==> config.mk <==
export PLATFORM = sky130hd
export DESIGN_NAME = txbs_top
export DESIGN_NICKNAME = d
export VERILOG_FILES = /design/src/txbs_top.v
export VERILOG_INCLUDE_DIRS = /design/src /design/src/shared
export SDC_FILE = /design/constraint.sdc
export NUM_CORES = 1
export LEC_CHECK = 0
export BUFFER_PORTS_ARGS = -buffer_cell sky130_fd_sc_hd__buf_4
export CAP_MARGIN = 20
export CORE_UTILIZATION = 32
export DETAILED_ROUTE_END_ITERATION = 10
export PLACE_DENSITY = 0.58
export REMOVE_ABC_BUFFERS = 1
export SKIP_LAST_GASP = 1
export SYNTH_ARGS = -nofsm -noshare
export SYNTH_HDL_FRONTEND = slang
export SYNTH_SLANG_ARGS = --single-unit
==> constraint.sdc <==
create_clock -name clk -period 4.49 [get_ports clk]
set_clock_uncertainty 0.05 [all_clocks]
set_input_delay 0.2245 -clock clk [delete_from_list [all_inputs] [get_ports clk]]
set_output_delay 0.2245 -clock clk [all_outputs]
set_load 0.005 [all_outputs]
==> src/shared/txbs_defines.vh <==
`ifndef TXBS_DEFINES_VH
`define TXBS_DEFINES_VH
// command word a fields
`define TXBS_CA_FS_BIT        13
`define TXBS_CA_LS_BIT        12
`define TXBS_CA_END_ALN_MSB   25
`define TXBS_CA_END_ALN_LSB   24
`define TXBS_CA_OFS_MSB       20
`define TXBS_CA_OFS_LSB       16
`define TXBS_CA_SIZE_MSB      10
// command word b fields
`define TXBS_CB_TAG_MSB       31
`define TXBS_CB_TAG_LSB       16
`define TXBS_CB_LEN_MSB       10
// status word fields
`define TXBS_ST_ES_BIT        15
`define TXBS_ST_LOC_BIT       11
`define TXBS_ST_NOC_BIT       10
`define TXBS_ST_LATE_BIT      9
`define TXBS_ST_EXC_BIT       8
`define TXBS_ST_CCNT_MSB      6
`define TXBS_ST_CCNT_LSB      3
`define TXBS_ST_EDEF_BIT      2
`define TXBS_ST_DEF_BIT       0
// limits
`define TXBS_MIL_LIMIT_BYTES  2036
`define TXBS_MAX_OVERHEAD     6
`define TXBS_MAX_FRAGS        86
`define TXBS_MID_MIN_BYTES    4
`define TXBS_DEFER_BIT_TIMES  24288
`define TXBS_MAX_COLLISIONS   16
// reset values
`define TXBS_RST_WORD         32'h00000000
`define TXBS_RST_COUNT        5'h00
`endif

==> src/txbs_top.v <==
`timescale 1ns/1ps
`include "txbs_defines.vh"

// Notes on behaviour
// - mac fifo gets only payload bytes
// - per buffer overhead at most six bytes
// - one status word per sent packet
// - full status fifo suspends transmission
// - discard enable keeps transmitter running when full
// - discarded overrun holds used count zero, no writes
// - no error flag on discarded overrun
// - status high half returns packet tag
// - bit fifteen ORs all error bits
// - carrier loss bit11, no carrier bit10
// - late collision sets bit nine
// - sixteen collisions set bit eight
// - collision count in bits six to three
// - excessive deferral sets bit two
// - deferred packet sets bit zero
// - command a always, b on first segment
// - whole start offset words dropped
// - whole end padding words dropped
module txbs_top #(
  parameter STAT_DEPTH_LOG2 = 4
) (
  clk,
  rst,
  in_valid,
  in_data,
  in_ready,
  dfifo_valid,
  dfifo_data,
  mil_valid,
  mil_data,
  mil_be,
  tx_done,
  tx_carrier_lost,
  tx_no_carrier,
  tx_late_coll,
  tx_excess_coll,
  tx_coll_count,
  tx_excess_defer,
  tx_deferred,
  tx_hold,
  status_discard_overrun_enable,
  stat_rd,
  stat_valid,
  stat_data,
  status_fifo_used_count,
  transmit_error_flag
);
  input  wire                       clk;
  input  wire                       rst;
  input  wire                       in_valid;   // host word written
  input  wire [31:0]                in_data;
  output reg                        in_ready;
  output reg                        dfifo_valid; // word entering tx data fifo
  output reg  [31:0]                dfifo_data;
  output reg                        mil_valid;   // word entering mac fifo
  output reg  [31:0]                mil_data;
  output reg  [3:0]                 mil_be;
  input  wire                       tx_done;     // mac finished one packet
  input  wire                       tx_carrier_lost;
  input  wire                       tx_no_carrier;
  input  wire                       tx_late_coll;
  input  wire                       tx_excess_coll;
  input  wire [3:0]                 tx_coll_count;
  input  wire                       tx_excess_defer;
  input  wire                       tx_deferred;
  output reg                        tx_hold;     // suspend mac transmission
  input  wire                       status_discard_overrun_enable;
  input  wire                       stat_rd;
  output reg                        stat_valid;
  output reg  [31:0]                stat_data;
  output reg  [STAT_DEPTH_LOG2:0]   status_fifo_used_count;
  output reg                        transmit_error_flag;

  localparam DEPTH = 1 << STAT_DEPTH_LOG2;
  localparam [STAT_DEPTH_LOG2:0] FULL_CNT = {1'b1, {STAT_DEPTH_LOG2{1'b0}}};

  // buffer parser states
  localparam [2:0] ST_CMDA = 3'h0;
  localparam [2:0] ST_CMDB = 3'h1;
  localparam [2:0] ST_OFS  = 3'h2;
  localparam [2:0] ST_DATA = 3'h3;
  localparam [2:0] ST_PAD  = 3'h4;

  reg [2:0]  state_q;
  reg        first_q;
  reg        last_q;
  reg [2:0]  skip_q;       // whole words still to drop
  reg [1:0]  lead_q;       // byte offset inside first data word
  reg [12:0] remain_q;     // payload bytes plus lead still to pass
  reg [6:0]  pad_words_q;  // end alignment words still to drop

  ////////////////////////////////////////////////////////////////////////
  // packet tag queue: the host may hand over later packets before the mac
  // reports the earlier one done, so each tag waits here in packet order
  reg [15:0]                tag_mem_q [0:DEPTH-1];
  reg [STAT_DEPTH_LOG2-1:0] tag_wr_q;
  reg [STAT_DEPTH_LOG2-1:0] tag_rd_q;
  reg [STAT_DEPTH_LOG2:0]   tag_cnt_q;

  wire        tag_full  = (tag_cnt_q == FULL_CNT);
  wire        tag_empty = (tag_cnt_q == {(STAT_DEPTH_LOG2+1){1'b0}});
  // queued when the second command word of a first segment is taken
  wire        tag_push  = in_valid && in_ready && (state_q == ST_CMDB) && first_q && !tag_full;
  // every finished packet retires its tag, also when its status is dropped
  wire        tag_pop   = tx_done && !tag_empty;
  // a done report with no packet queued carries a zero tag
  wire [15:0] tag_head  = tag_empty ? 16'h0000 : tag_mem_q[tag_rd_q];

  // tag storage, flops only
  always @(posedge clk) begin
    if (tag_push) begin
      tag_mem_q[tag_wr_q] <= in_data[`TXBS_CB_TAG_MSB:`TXBS_CB_TAG_LSB];
    end
  end

  // tag pointers; a full queue drops further tags rather than wrap
  always @(posedge clk or posedge rst) begin
    if (rst) begin
      tag_wr_q  <= {STAT_DEPTH_LOG2{1'b0}};
      tag_rd_q  <= {STAT_DEPTH_LOG2{1'b0}};
      tag_cnt_q <= {(STAT_DEPTH_LOG2+1){1'b0}};
    end else begin
      if (tag_push) begin
        tag_wr_q <= tag_wr_q + 1'b1;
      end
      if (tag_pop) begin
        tag_rd_q <= tag_rd_q + 1'b1;
      end
      if (tag_push && !tag_pop) begin
        tag_cnt_q <= tag_cnt_q + 1'b1;
      end else if (tag_pop && !tag_push) begin
        tag_cnt_q <= tag_cnt_q - 1'b1;
      end
    end
  end

  ////////////////////////////////////////////////////////////////////////
  // status fifo storage and pointers
  reg [31:0]                mem_q [0:DEPTH-1];
  reg [STAT_DEPTH_LOG2-1:0] wr_ptr_q;
  reg [STAT_DEPTH_LOG2-1:0] rd_ptr_q;
  reg [STAT_DEPTH_LOG2:0]   cnt_q;
  reg                       ovr_q;  // discard overrun seen, held until a read

  wire full = (cnt_q == FULL_CNT);
  wire do_rd = stat_rd && (cnt_q != {(STAT_DEPTH_LOG2+1){1'b0}});
  // writes are blocked while full or while an overrun waits for a read
  wire do_wr = tx_done && !full && !ovr_q;
  wire ovr_ev = tx_done && full && status_discard_overrun_enable;

  // error summary from this packet's error inputs
  wire es = tx_carrier_lost | tx_no_carrier | tx_late_coll | tx_excess_coll | tx_excess_defer;

  // status word assembly, reserved bits 14:12, 7 and 1 stay zero
  wire [31:0] st_word = {tag_head,
                         es,
                         3'b000,
                         tx_carrier_lost,
                         tx_no_carrier,
                         tx_late_coll,
                         tx_excess_coll,
                         1'b0,
                         tx_coll_count,
                         tx_excess_defer,
                         1'b0,
                         tx_deferred};

  // storage write, flops only
  always @(posedge clk) begin
    if (do_wr) begin
      mem_q[wr_ptr_q] <= st_word;
    end
  end

  // pointer and counter update; overrun clears only once space is freed
  always @(posedge clk or posedge rst) begin
    if (rst) begin
      wr_ptr_q <= {STAT_DEPTH_LOG2{1'b0}};
      rd_ptr_q <= {STAT_DEPTH_LOG2{1'b0}};
      cnt_q    <= {(STAT_DEPTH_LOG2+1){1'b0}};
      ovr_q    <= 1'b0;
    end else begin
      if (do_wr) begin
        wr_ptr_q <= wr_ptr_q + 1'b1;
      end
      if (do_rd) begin
        rd_ptr_q <= rd_ptr_q + 1'b1;
      end
      if (do_wr && !do_rd) begin
        cnt_q <= cnt_q + 1'b1;
      end else if (do_rd && !do_wr) begin
        cnt_q <= cnt_q - 1'b1;
      end
      if (ovr_ev) begin
        ovr_q <= 1'b1;
      end else if (do_rd) begin
        ovr_q <= 1'b0;
      end
    end
  end

  ////////////////////////////////////////////////////////////////////////
  // status side outputs, all registered
  always @(posedge clk or posedge rst) begin
    if (rst) begin
      stat_valid             <= 1'b0;
      stat_data              <= `TXBS_RST_WORD;
      status_fifo_used_count <= {(STAT_DEPTH_LOG2+1){1'b0}};
      tx_hold                <= 1'b0;
      transmit_error_flag    <= 1'b0;
    end else begin
      stat_valid <= (cnt_q != {(STAT_DEPTH_LOG2+1){1'b0}});
      stat_data  <= mem_q[rd_ptr_q];
      // while an overrun is pending the used count reads zero
      status_fifo_used_count <= (ovr_q || ovr_ev) ? {(STAT_DEPTH_LOG2+1){1'b0}} : cnt_q;
      // suspend while full unless discard overrun is allowed
      tx_hold <= full && !do_rd && !status_discard_overrun_enable;
      // sticky error flag, cleared only by reset in this block
      if (tx_done && full && !status_discard_overrun_enable) begin
        transmit_error_flag <= 1'b1;
      end
    end
  end

  ////////////////////////////////////////////////////////////////////////
  // buffer parser: strips whole offset and padding words before the data
  // fifo, and command words before the mac fifo
  wire [1:0]  ofs_lo  = in_data[`TXBS_CA_OFS_LSB+1:`TXBS_CA_OFS_LSB];
  wire [2:0]  ofs_hi  = in_data[`TXBS_CA_OFS_MSB:`TXBS_CA_OFS_LSB+2];
  wire [10:0] bsize   = in_data[`TXBS_CA_SIZE_MSB:0];
  wire [12:0] span    = {2'b00, bsize} + {11'h000, ofs_lo};
  wire [1:0]  aln     = in_data[`TXBS_CA_END_ALN_MSB:`TXBS_CA_END_ALN_LSB];
  // data words the host sends = ceil(span/4); padded to 1, 4 or 8 words
  wire [10:0] dwords  = span[12:2] + {10'h000, |span[1:0]};
  wire [10:0] amask   = (aln == 2'b01) ? 11'h003 : (aln == 2'b10) ? 11'h007 : 11'h000;
  wire [10:0] padw    = (~dwords + 11'h001) & amask;
  wire [12:0] rem_sub = remain_q - 13'h0004;
  wire        is_last = (remain_q <= 13'h0004);
  // nonzero whole-word offset still to skip
  wire        ofs_hi_nz = (skip_q != 3'h0);
  // an empty buffer with no padding goes straight back for the next command
  wire [2:0]  st_after_ofs = (remain_q != 13'h0000) ? ST_DATA : (pad_words_q != 7'h00) ? ST_PAD : ST_CMDA;

  // byte enables for the current data word
  reg [3:0] be_c;
  always @* begin
    be_c = 4'hF;
    if (lead_q != 2'b00) begin
      be_c = 4'hF << lead_q;
    end
    if (is_last && remain_q[1:0] != 2'b00) begin
      be_c = be_c & ~(4'hF << remain_q[1:0]);
    end
  end

  always @(posedge clk or posedge rst) begin
    if (rst) begin
      state_q     <= ST_CMDA;
      first_q     <= 1'b0;
      last_q      <= 1'b0;
      skip_q      <= 3'h0;
      lead_q      <= 2'b00;
      remain_q    <= 13'h0000;
      pad_words_q <= 7'h00;
      in_ready    <= 1'b0;
      dfifo_valid <= 1'b0;
      dfifo_data  <= `TXBS_RST_WORD;
      mil_valid   <= 1'b0;
      mil_data    <= `TXBS_RST_WORD;
      mil_be      <= 4'h0;
    end else begin
      in_ready    <= 1'b1;
      dfifo_valid <= 1'b0;
      mil_valid   <= 1'b0;
      if (in_valid && in_ready) begin
        case (state_q)
          ST_CMDA: begin
            dfifo_valid <= 1'b1;
            dfifo_data  <= in_data;
            first_q     <= in_data[`TXBS_CA_FS_BIT];
            last_q      <= in_data[`TXBS_CA_LS_BIT];
            skip_q      <= ofs_hi;
            lead_q      <= ofs_lo;
            remain_q    <= span;
            pad_words_q <= padw[6:0];
            state_q     <= ST_CMDB;
          end
          ST_CMDB: begin
            // second command word reaches the data fifo on a first segment only
            if (first_q) begin
              dfifo_valid <= 1'b1;
              dfifo_data  <= in_data;
            end
            state_q <= ofs_hi_nz ? ST_OFS : st_after_ofs;
          end
          ST_OFS: begin
            // whole offset words are consumed and dropped
            skip_q <= skip_q - 3'h1;
            if (skip_q == 3'h1) begin
              state_q <= st_after_ofs;
            end
          end
          ST_DATA: begin
            // partial leading/trailing bytes ride along; mac sees only enabled lanes
            dfifo_valid <= 1'b1;
            dfifo_data  <= in_data;
            mil_valid   <= (be_c != 4'h0);
            mil_data    <= in_data;
            mil_be      <= be_c;
            lead_q      <= 2'b00;
            remain_q    <= is_last ? 13'h0000 : rem_sub;
            if (is_last) begin
              state_q <= (pad_words_q != 7'h00) ? ST_PAD : ST_CMDA;
            end
          end
          ST_PAD: begin
            // whole padding words are dropped
            pad_words_q <= pad_words_q - 7'h01;
            if (pad_words_q <= 7'h01) begin
              state_q <= ST_CMDA;
            end
          end
          default: begin
            state_q <= ST_CMDA;
          end
        endcase
      end
    end
  end

endmodule

# Word level (Yosys, flattened, before mapping)
# Memories as Yosys holds them, arrays and structs flattened. A register that Yosys moved wholly into a read port is not among the register bits.
# Index checks and enable logic that the tools add are counted.
word_totals:
  ff_bits: 167
  mem_bits_rw: 688
  in_bits: 48
  output_inout_bits: 111
  mem_count: 2
memory_table:
  columns: ["memory", "depth", "word_bits", "read_ports", "rd_clocked_by_memory_dff", "wr", "line", "rtl"]
  rows:
  - ["mem_q", 16, 27, 1, 1, 1, "txbs_top.v:143", "reg [31:0] mem_q [0:DEPTH-1];"]
  - ["tag_mem_q", 16, 16, 1, 0, 1, "txbs_top.v:99", "reg [15:0] tag_mem_q [0:DEPTH-1];"]
classes:
  add_sub_neg: 14
  magnitude_cmp: 2
  eq_ne: 13
  n_shift: 2
  muxes: 35
  bitwise: 8
  reduce_logical: 53
op_table:
  columns: ["cell", "n"]
  rows:
  - ["32-bit case mux with 2 select lines", 1]
  - ["32-bit two-way mux", 1]
  - ["13-bit case mux with 2 select lines", 1]
  - ["5-bit two-way mux", 5]
  - ["3-bit two-way mux", 8]
  - ["1-bit logical AND", 18]
  - ["2-bit nonzero test", 9]
  - ["4-bit by 1-bit adder with 4-bit output (second input constant)", 4]
  - ["16-bit two-way mux", 1]
  - ["3-bit case mux with 5 select lines", 1]
  - ["7-bit case mux with 2 select lines", 1]
  - ["13-bit by 3-bit <= comparator with 1-bit output (second input constant)", 1]
  - ["13-bit two-way mux", 1]
  - ["13-bit nonzero test", 1]
  - ["13-bit by 3-bit subtractor with 13-bit output (second input constant)", 1]
  - ["11-bit by 2-bit adder with 12-bit output", 1]
  - ["5-bit by 1-bit adder with 5-bit output (second input constant)", 2]
  - ["5-bit == test (second input constant)", 2]
  - ["1-bit two-way mux", 10]
  - ["2-bit AND reduction", 5]
  - ["5-bit by 1-bit subtractor with 5-bit output (second input constant)", 2]
  - ["1-bit zero test", 9]
  - ["4-bit two-way mux", 2]
  - ["2-bit inequality test (second input constant)", 4]
  - ["29 further kinds", 36]

# Depth between registers and ports, before layout
depth:
  ltp_word: 8
  depth_mapped: 12
  depth_no_buf: 11

# Worst setup path after synthesis
# Ideal clock, no wire load.
synth_path:
  path_kind: "reg2reg"
  startpoint: "register cnt_q[0]"
  endpoint: "memory mem_q[3][0] (netlist bit), enable pin"
  setup_time_ps: 445
  arrival_ps: 3173
  required_ps: 3995
  path_slack_ps: 822
  path_stages_with_launch: 6
  period_less_slack_ps: 3668
  cell_sequence: "dfrtp_1 -> nor4_1 -> and2_1 -> nor3b_2 -> nand2_1 -> nor3_1"
synth_via:
  elab_chain_len: 6
synth_rtl:
  columns: ["element", "line", "rtl"]
  rows:
  - ["from (decl)", "txbs_top.v:146", "reg [STAT_DEPTH_LOG2:0] cnt_q;"]
  - ["from (signal assigned)", "txbs_top.v:184", "cnt_q <= {(STAT_DEPTH_LOG2+1){1'b0}};"]
  - ["from (signal assigned)", "txbs_top.v:194", "cnt_q <= cnt_q + 1'b1;"]
  - ["from (signal assigned)", "txbs_top.v:196", "cnt_q <= cnt_q - 1'b1;"]
  - ["5-bit == test", "txbs_top.v:149", "wire full = (cnt_q == FULL_CNT);"]
  - ["1-bit zero test", "txbs_top.v:152", "wire do_wr = tx_done && !full && !ovr_q;"]
  - ["1-bit logical AND (2 in a row)", "txbs_top.v:152", null]
  - ["named net do_wr", "txbs_top.v:152", null]
  - ["1-bit two-way mux", "txbs_top.v:174", "if (do_wr) begin"]
  - ["1-bit two-way mux (not written as such)", "txbs_top.v:175", "mem_q[wr_ptr_q] <= st_word;"]
  - ["to (decl)", "txbs_top.v:143", null]
# The timed path passes the listed nets, and every way through them passes these cells.

# Final worst setup path
layout_path:
  startpoint: "register tag_cnt_q[0]"
  endpoint: "register tag_cnt_q[4]"
layout_via:
  elab_chain_len: 6
layout_rtl:
  columns: ["element", "line", "rtl"]
  rows:
  - ["from (decl)", "txbs_top.v:102", "reg [STAT_DEPTH_LOG2:0] tag_cnt_q;"]
  - ["from (signal assigned)", "txbs_top.v:125", "tag_cnt_q <= {(STAT_DEPTH_LOG2+1){1'b0}};"]
  - ["from (signal assigned)", "txbs_top.v:134", "tag_cnt_q <= tag_cnt_q + 1'b1;"]
  - ["from (signal assigned)", "txbs_top.v:136", "tag_cnt_q <= tag_cnt_q - 1'b1;"]
  - ["parallel branches: the longest is 6 deep, another holds 5-bit by 1-bit subtractor with 5-bit output", null, null]
# Parallel ways; which one is timed is not known. The select of a mux whose other input is x is not followed.
# A chain may end at the register's enable or synchronous reset.

==> impl_metrics.toml <==
[run_status]
status = "finished, final reports clean"

[synthesis]
ys_types = 63
ys_ff_latch = 850
yosysMostFrequentCell = "edfxtp_1"
yosysTopAreaCellShare_pct = 62.2
synthesis.area_sq_um = 33200
ys_seq_area_share_pct = 74.4
synth_ff_type = "edfxtp_1"
synthAdderAreaFrac_pct = 1.42
syn_avg_cell_area_sq_um = 20.0
synth-simple-area-share_pct = 4.11
muxShareOfSynthArea_pct = 15.8
ys_async_sr_fraction_pct = 19.1
synthTopCellsByArea = "edfxtp_1 62%, mux4_2 15%, dfrtp_1 12%"
synth_top_family_by_area = "multiplexers"
synth_xor_area_share_pct = 0.923
syn_inst = 1662
synth_warnings = 0
synth_top_area_cell = "edfxtp_1"
synth-edff-count = 688
synth_compound_gate_area_share_pct = 1.83
ys_top_cells_by_count = "688 x edfxtp_1, 215 x mux4_2, 162 x dfrtp_1"

[timing]
rsz0062_at_grt = "no"
clock.fmax_mhz = 300
drv_slew = 0
slew-limit-headroom_pct = 27.0
worst_pin_slew_ps = 1090
post-route-period-util_pct = 74.3
finalWorstSetupSlack_ps = 1150
fin_setup_tns_ps = 0
period_minus_slack_ps = 3340
hold_violations = 0
setup_violations = 0

[clock_tree]
postCtsSetupRepairBufs = 0
cts_tree = "yes"
h-tree-depth = 3
cts_buffers = 90
clockBufferDepth = 3
numClockSinks = 850
insertion_delay_ps = 650
clk_pin_slew_ps = 60
cts_root_buffer = "clkbuf_16"

[floorplanning]
die_h_um = 324
ios = 159
fp.dieW_um = 324
initial_core_util_pct = 32.4
core.rowCount = 117
die_area_sq_um = 105000
core_sq_um = 102000

[worst_setup_path]
critPathSlowestCell = "nor4_1"
worst-path-max-fanout = 17
critical_path_class = "reg -> reg"
worstPathCellList = "nor4_1 -> and2b_1 -> buf_4 -> nand2b_1 -> ha_1 -> inv_1 -> fa_1 -> a21o_1 -> a21oi_1 -> xnor2_1 -> nor2_1 -> xor2_1"
critPathCaptureType = "flip-flop"
critPathTopFamily = "simple AND/OR/NAND/NOR gates"
r2r_slack_ps = 1150
crit_end = "tag_cnt_q[4]"
crit_start = "tag_cnt_q[0]"
cp.required_ps = 4960
cp_num_buf_inv = 2
crit_path_start_kind = "flip-flop"
crit_path_max_incr_delay_ps = 540
crit_cells = 12
reg2reg_to = "tag_cnt_q[4]"
r2r_cells = 12
critPathArrivalTime_ps = 3810
reg2reg_from = "tag_cnt_q[0]"

[global_route]
antenna_found_initial = 3
grt_pass1_vias = 17478
grt_max_degree = 113
grt_pass1_wl_um = 110000
grtUsageTotal_pct = 14.2
grt-ovfl-total = 0

[finish]
layout-drive-gt1-share_pct = 32.0
area_delta_synth_final_pct = 20.8
nets = 2032
seq_area_sq_um = 24700
finalNonFillerCells = 3391
diodes = 0
fill_cells = 9170
multi_input_area_sq_um = 8180

[detailed_routing]
first_pass_iters = 5
antenna_left = 0
first_iter_violations = 944
routed_wl_um = 73500
vias = 16399
post_drt_wl_per_cell_um = 21.7
remaining_drc_errors = 0
vias_per_cell = 4.84

[place]
dpl.hpwl_um = 44000
dp_slack_ps = 1150
dp_cells = 3169
routabilityCongestion = 0.774
portBuffers = 153

[pwr]
power_w = 0.0263
p_leak_nw = 13.8
switching_share_pct = 28.5
pwr-share-seq_pct = 43.8
power_density_nw_per_um2 = 655
pwr-share-clk_pct = 29.3
ir_worst_vdd_mv = 0.341
p_switching_w = 0.00750
intPower_w = 0.0188
p_comb_share_pct = 26.9

[min_path]
hp-class = "in -> async"

[run]
maxCapViolCount = 0
[cells in the final DEF, fill, tap and decap left out, drive strengths merged, types with 4 or more instances in the layout]
cell,instances
mux2,36
nand3,12
ha,33
dfrtp,162
a21oi,17
a22o,5
o21ai,27
clkinv,34
nor4,6
buf,223
dlygate4sd3,48
or3,6
xnor2,21
xor2,14
nand4,7
nor3,19
conb,6
o31ai,4
nand2,139
mux4,215
edfxtp,688
nor2b,27
a21o,7
inv,32
nor4b,4
bufinv,13
nand2b,12
nor2,43
clkbuf,111
[per-layer routing]
layer	routed length, um	up-vias	part of all wire [%]	track usage (%)
li1	-	7198	-	-
met1	31000	8727	42	18.1
met2	37800	369	51	24.6
met3	3080	105	4.2	2.43
met4	1590	0	2.2	4.08
met5	0	-	0	0
[state kept, by name (all words and copies together) (netlist names), 7 cells and up]
| register | flops |
|---|---|
| dfifo_data | 32 |
| mem_q | 432 |
| mil_data | 32 |
| pad_words_q | 7 |
| remain_q | 13 |
| stat_data | 27 |
| tag_mem_q | 256 |
[power groups by stage]
| stage | clock, W | sequential [W] | combinational (W) |
|---|---|---|---|
| after floorplan | 0 | 0.0118 | 0.00432 |
| after global placement | 0 | 0.0116 | 0.00691 |
| after detailed placement | 0 | 0.0117 | 0.00710 |
| after CTS | 0.00793 | 0.0116 | 0.00714 |
| after global routing | 0.00821 | 0.0117 | 0.00771 |
| final | 0.00771 | 0.0115 | 0.00707 |
[cells by family (layout without fill, tap and decap cells)]
kind of cell             after synthesis  after routing
multiplexers                         252            252
AND/OR/NAND/NOR                      290            290
adder cells (fa/ha/maj)               36             36
other                                  2              6
flip-flops                           850            850
buffers and inverters                107            464
XOR/XNOR                              35             35
AO/OA/AOI/OAI                         90             90
[worst register-to-register path, cell delays in order, from the launching register on]
cell and delay (ps):
dfrtp_1 440, nor4_1 540, and2b_1 200, buf_4 230
nand2b_1 260, ha_1 230, inv_1 110, fa_1 430
a21o_1 180, a21oi_1 190, xnor2_1 150, nor2_1 70
xor2_1 140
[per-stage QoR]
| step | util [%] | cell area [sq um] | hold slack [ps] |
|---|---|---|---|
| final | 39.2 | 40100 | 111 |
| after global routing | 39.2 | 40100 | 127 |
| after CTS | 39.1 | 40000 | 84.0 |
| after detailed placement | 35.6 | 36400 | 233 |
| after global placement | 35.6 | 36400 | 225 |
| after floorplan | - | 32800 | 244 |
[worst min path at each step]
stage                                             start     endpoint  slack, ps  depth (start not counted)
after floorplan           status_discard_overrun_enable      tx_hold        240                          1
after global placement                              rst  dfifo_valid        220                          2
after detailed placement                            rst  dfifo_valid        230                          2
after CTS                                           rst  dfifo_valid         80                          3
after global routing                                rst  dfifo_valid        130                          3
final                                               rst  dfifo_valid        110                          3
[final cells by class]
class / count / share of cell area [%]
timing repair buffer: 271 / 5.72
tap: 1368 / 4.27
multi-input combinational: 709 / 20.4
clock buffer: 111 / 6.18
clock inverter: 56 / 1.55
sequential: 850 / 61.6
inverter: 26 / 0.262
[what timing repair did]
item | in CTS | in global routing
resized for setup | 0 | 0
hold endpoints to repair | 552 | 0
hold buffers | 48 | 0
Power figures use the tool's default switching activity.
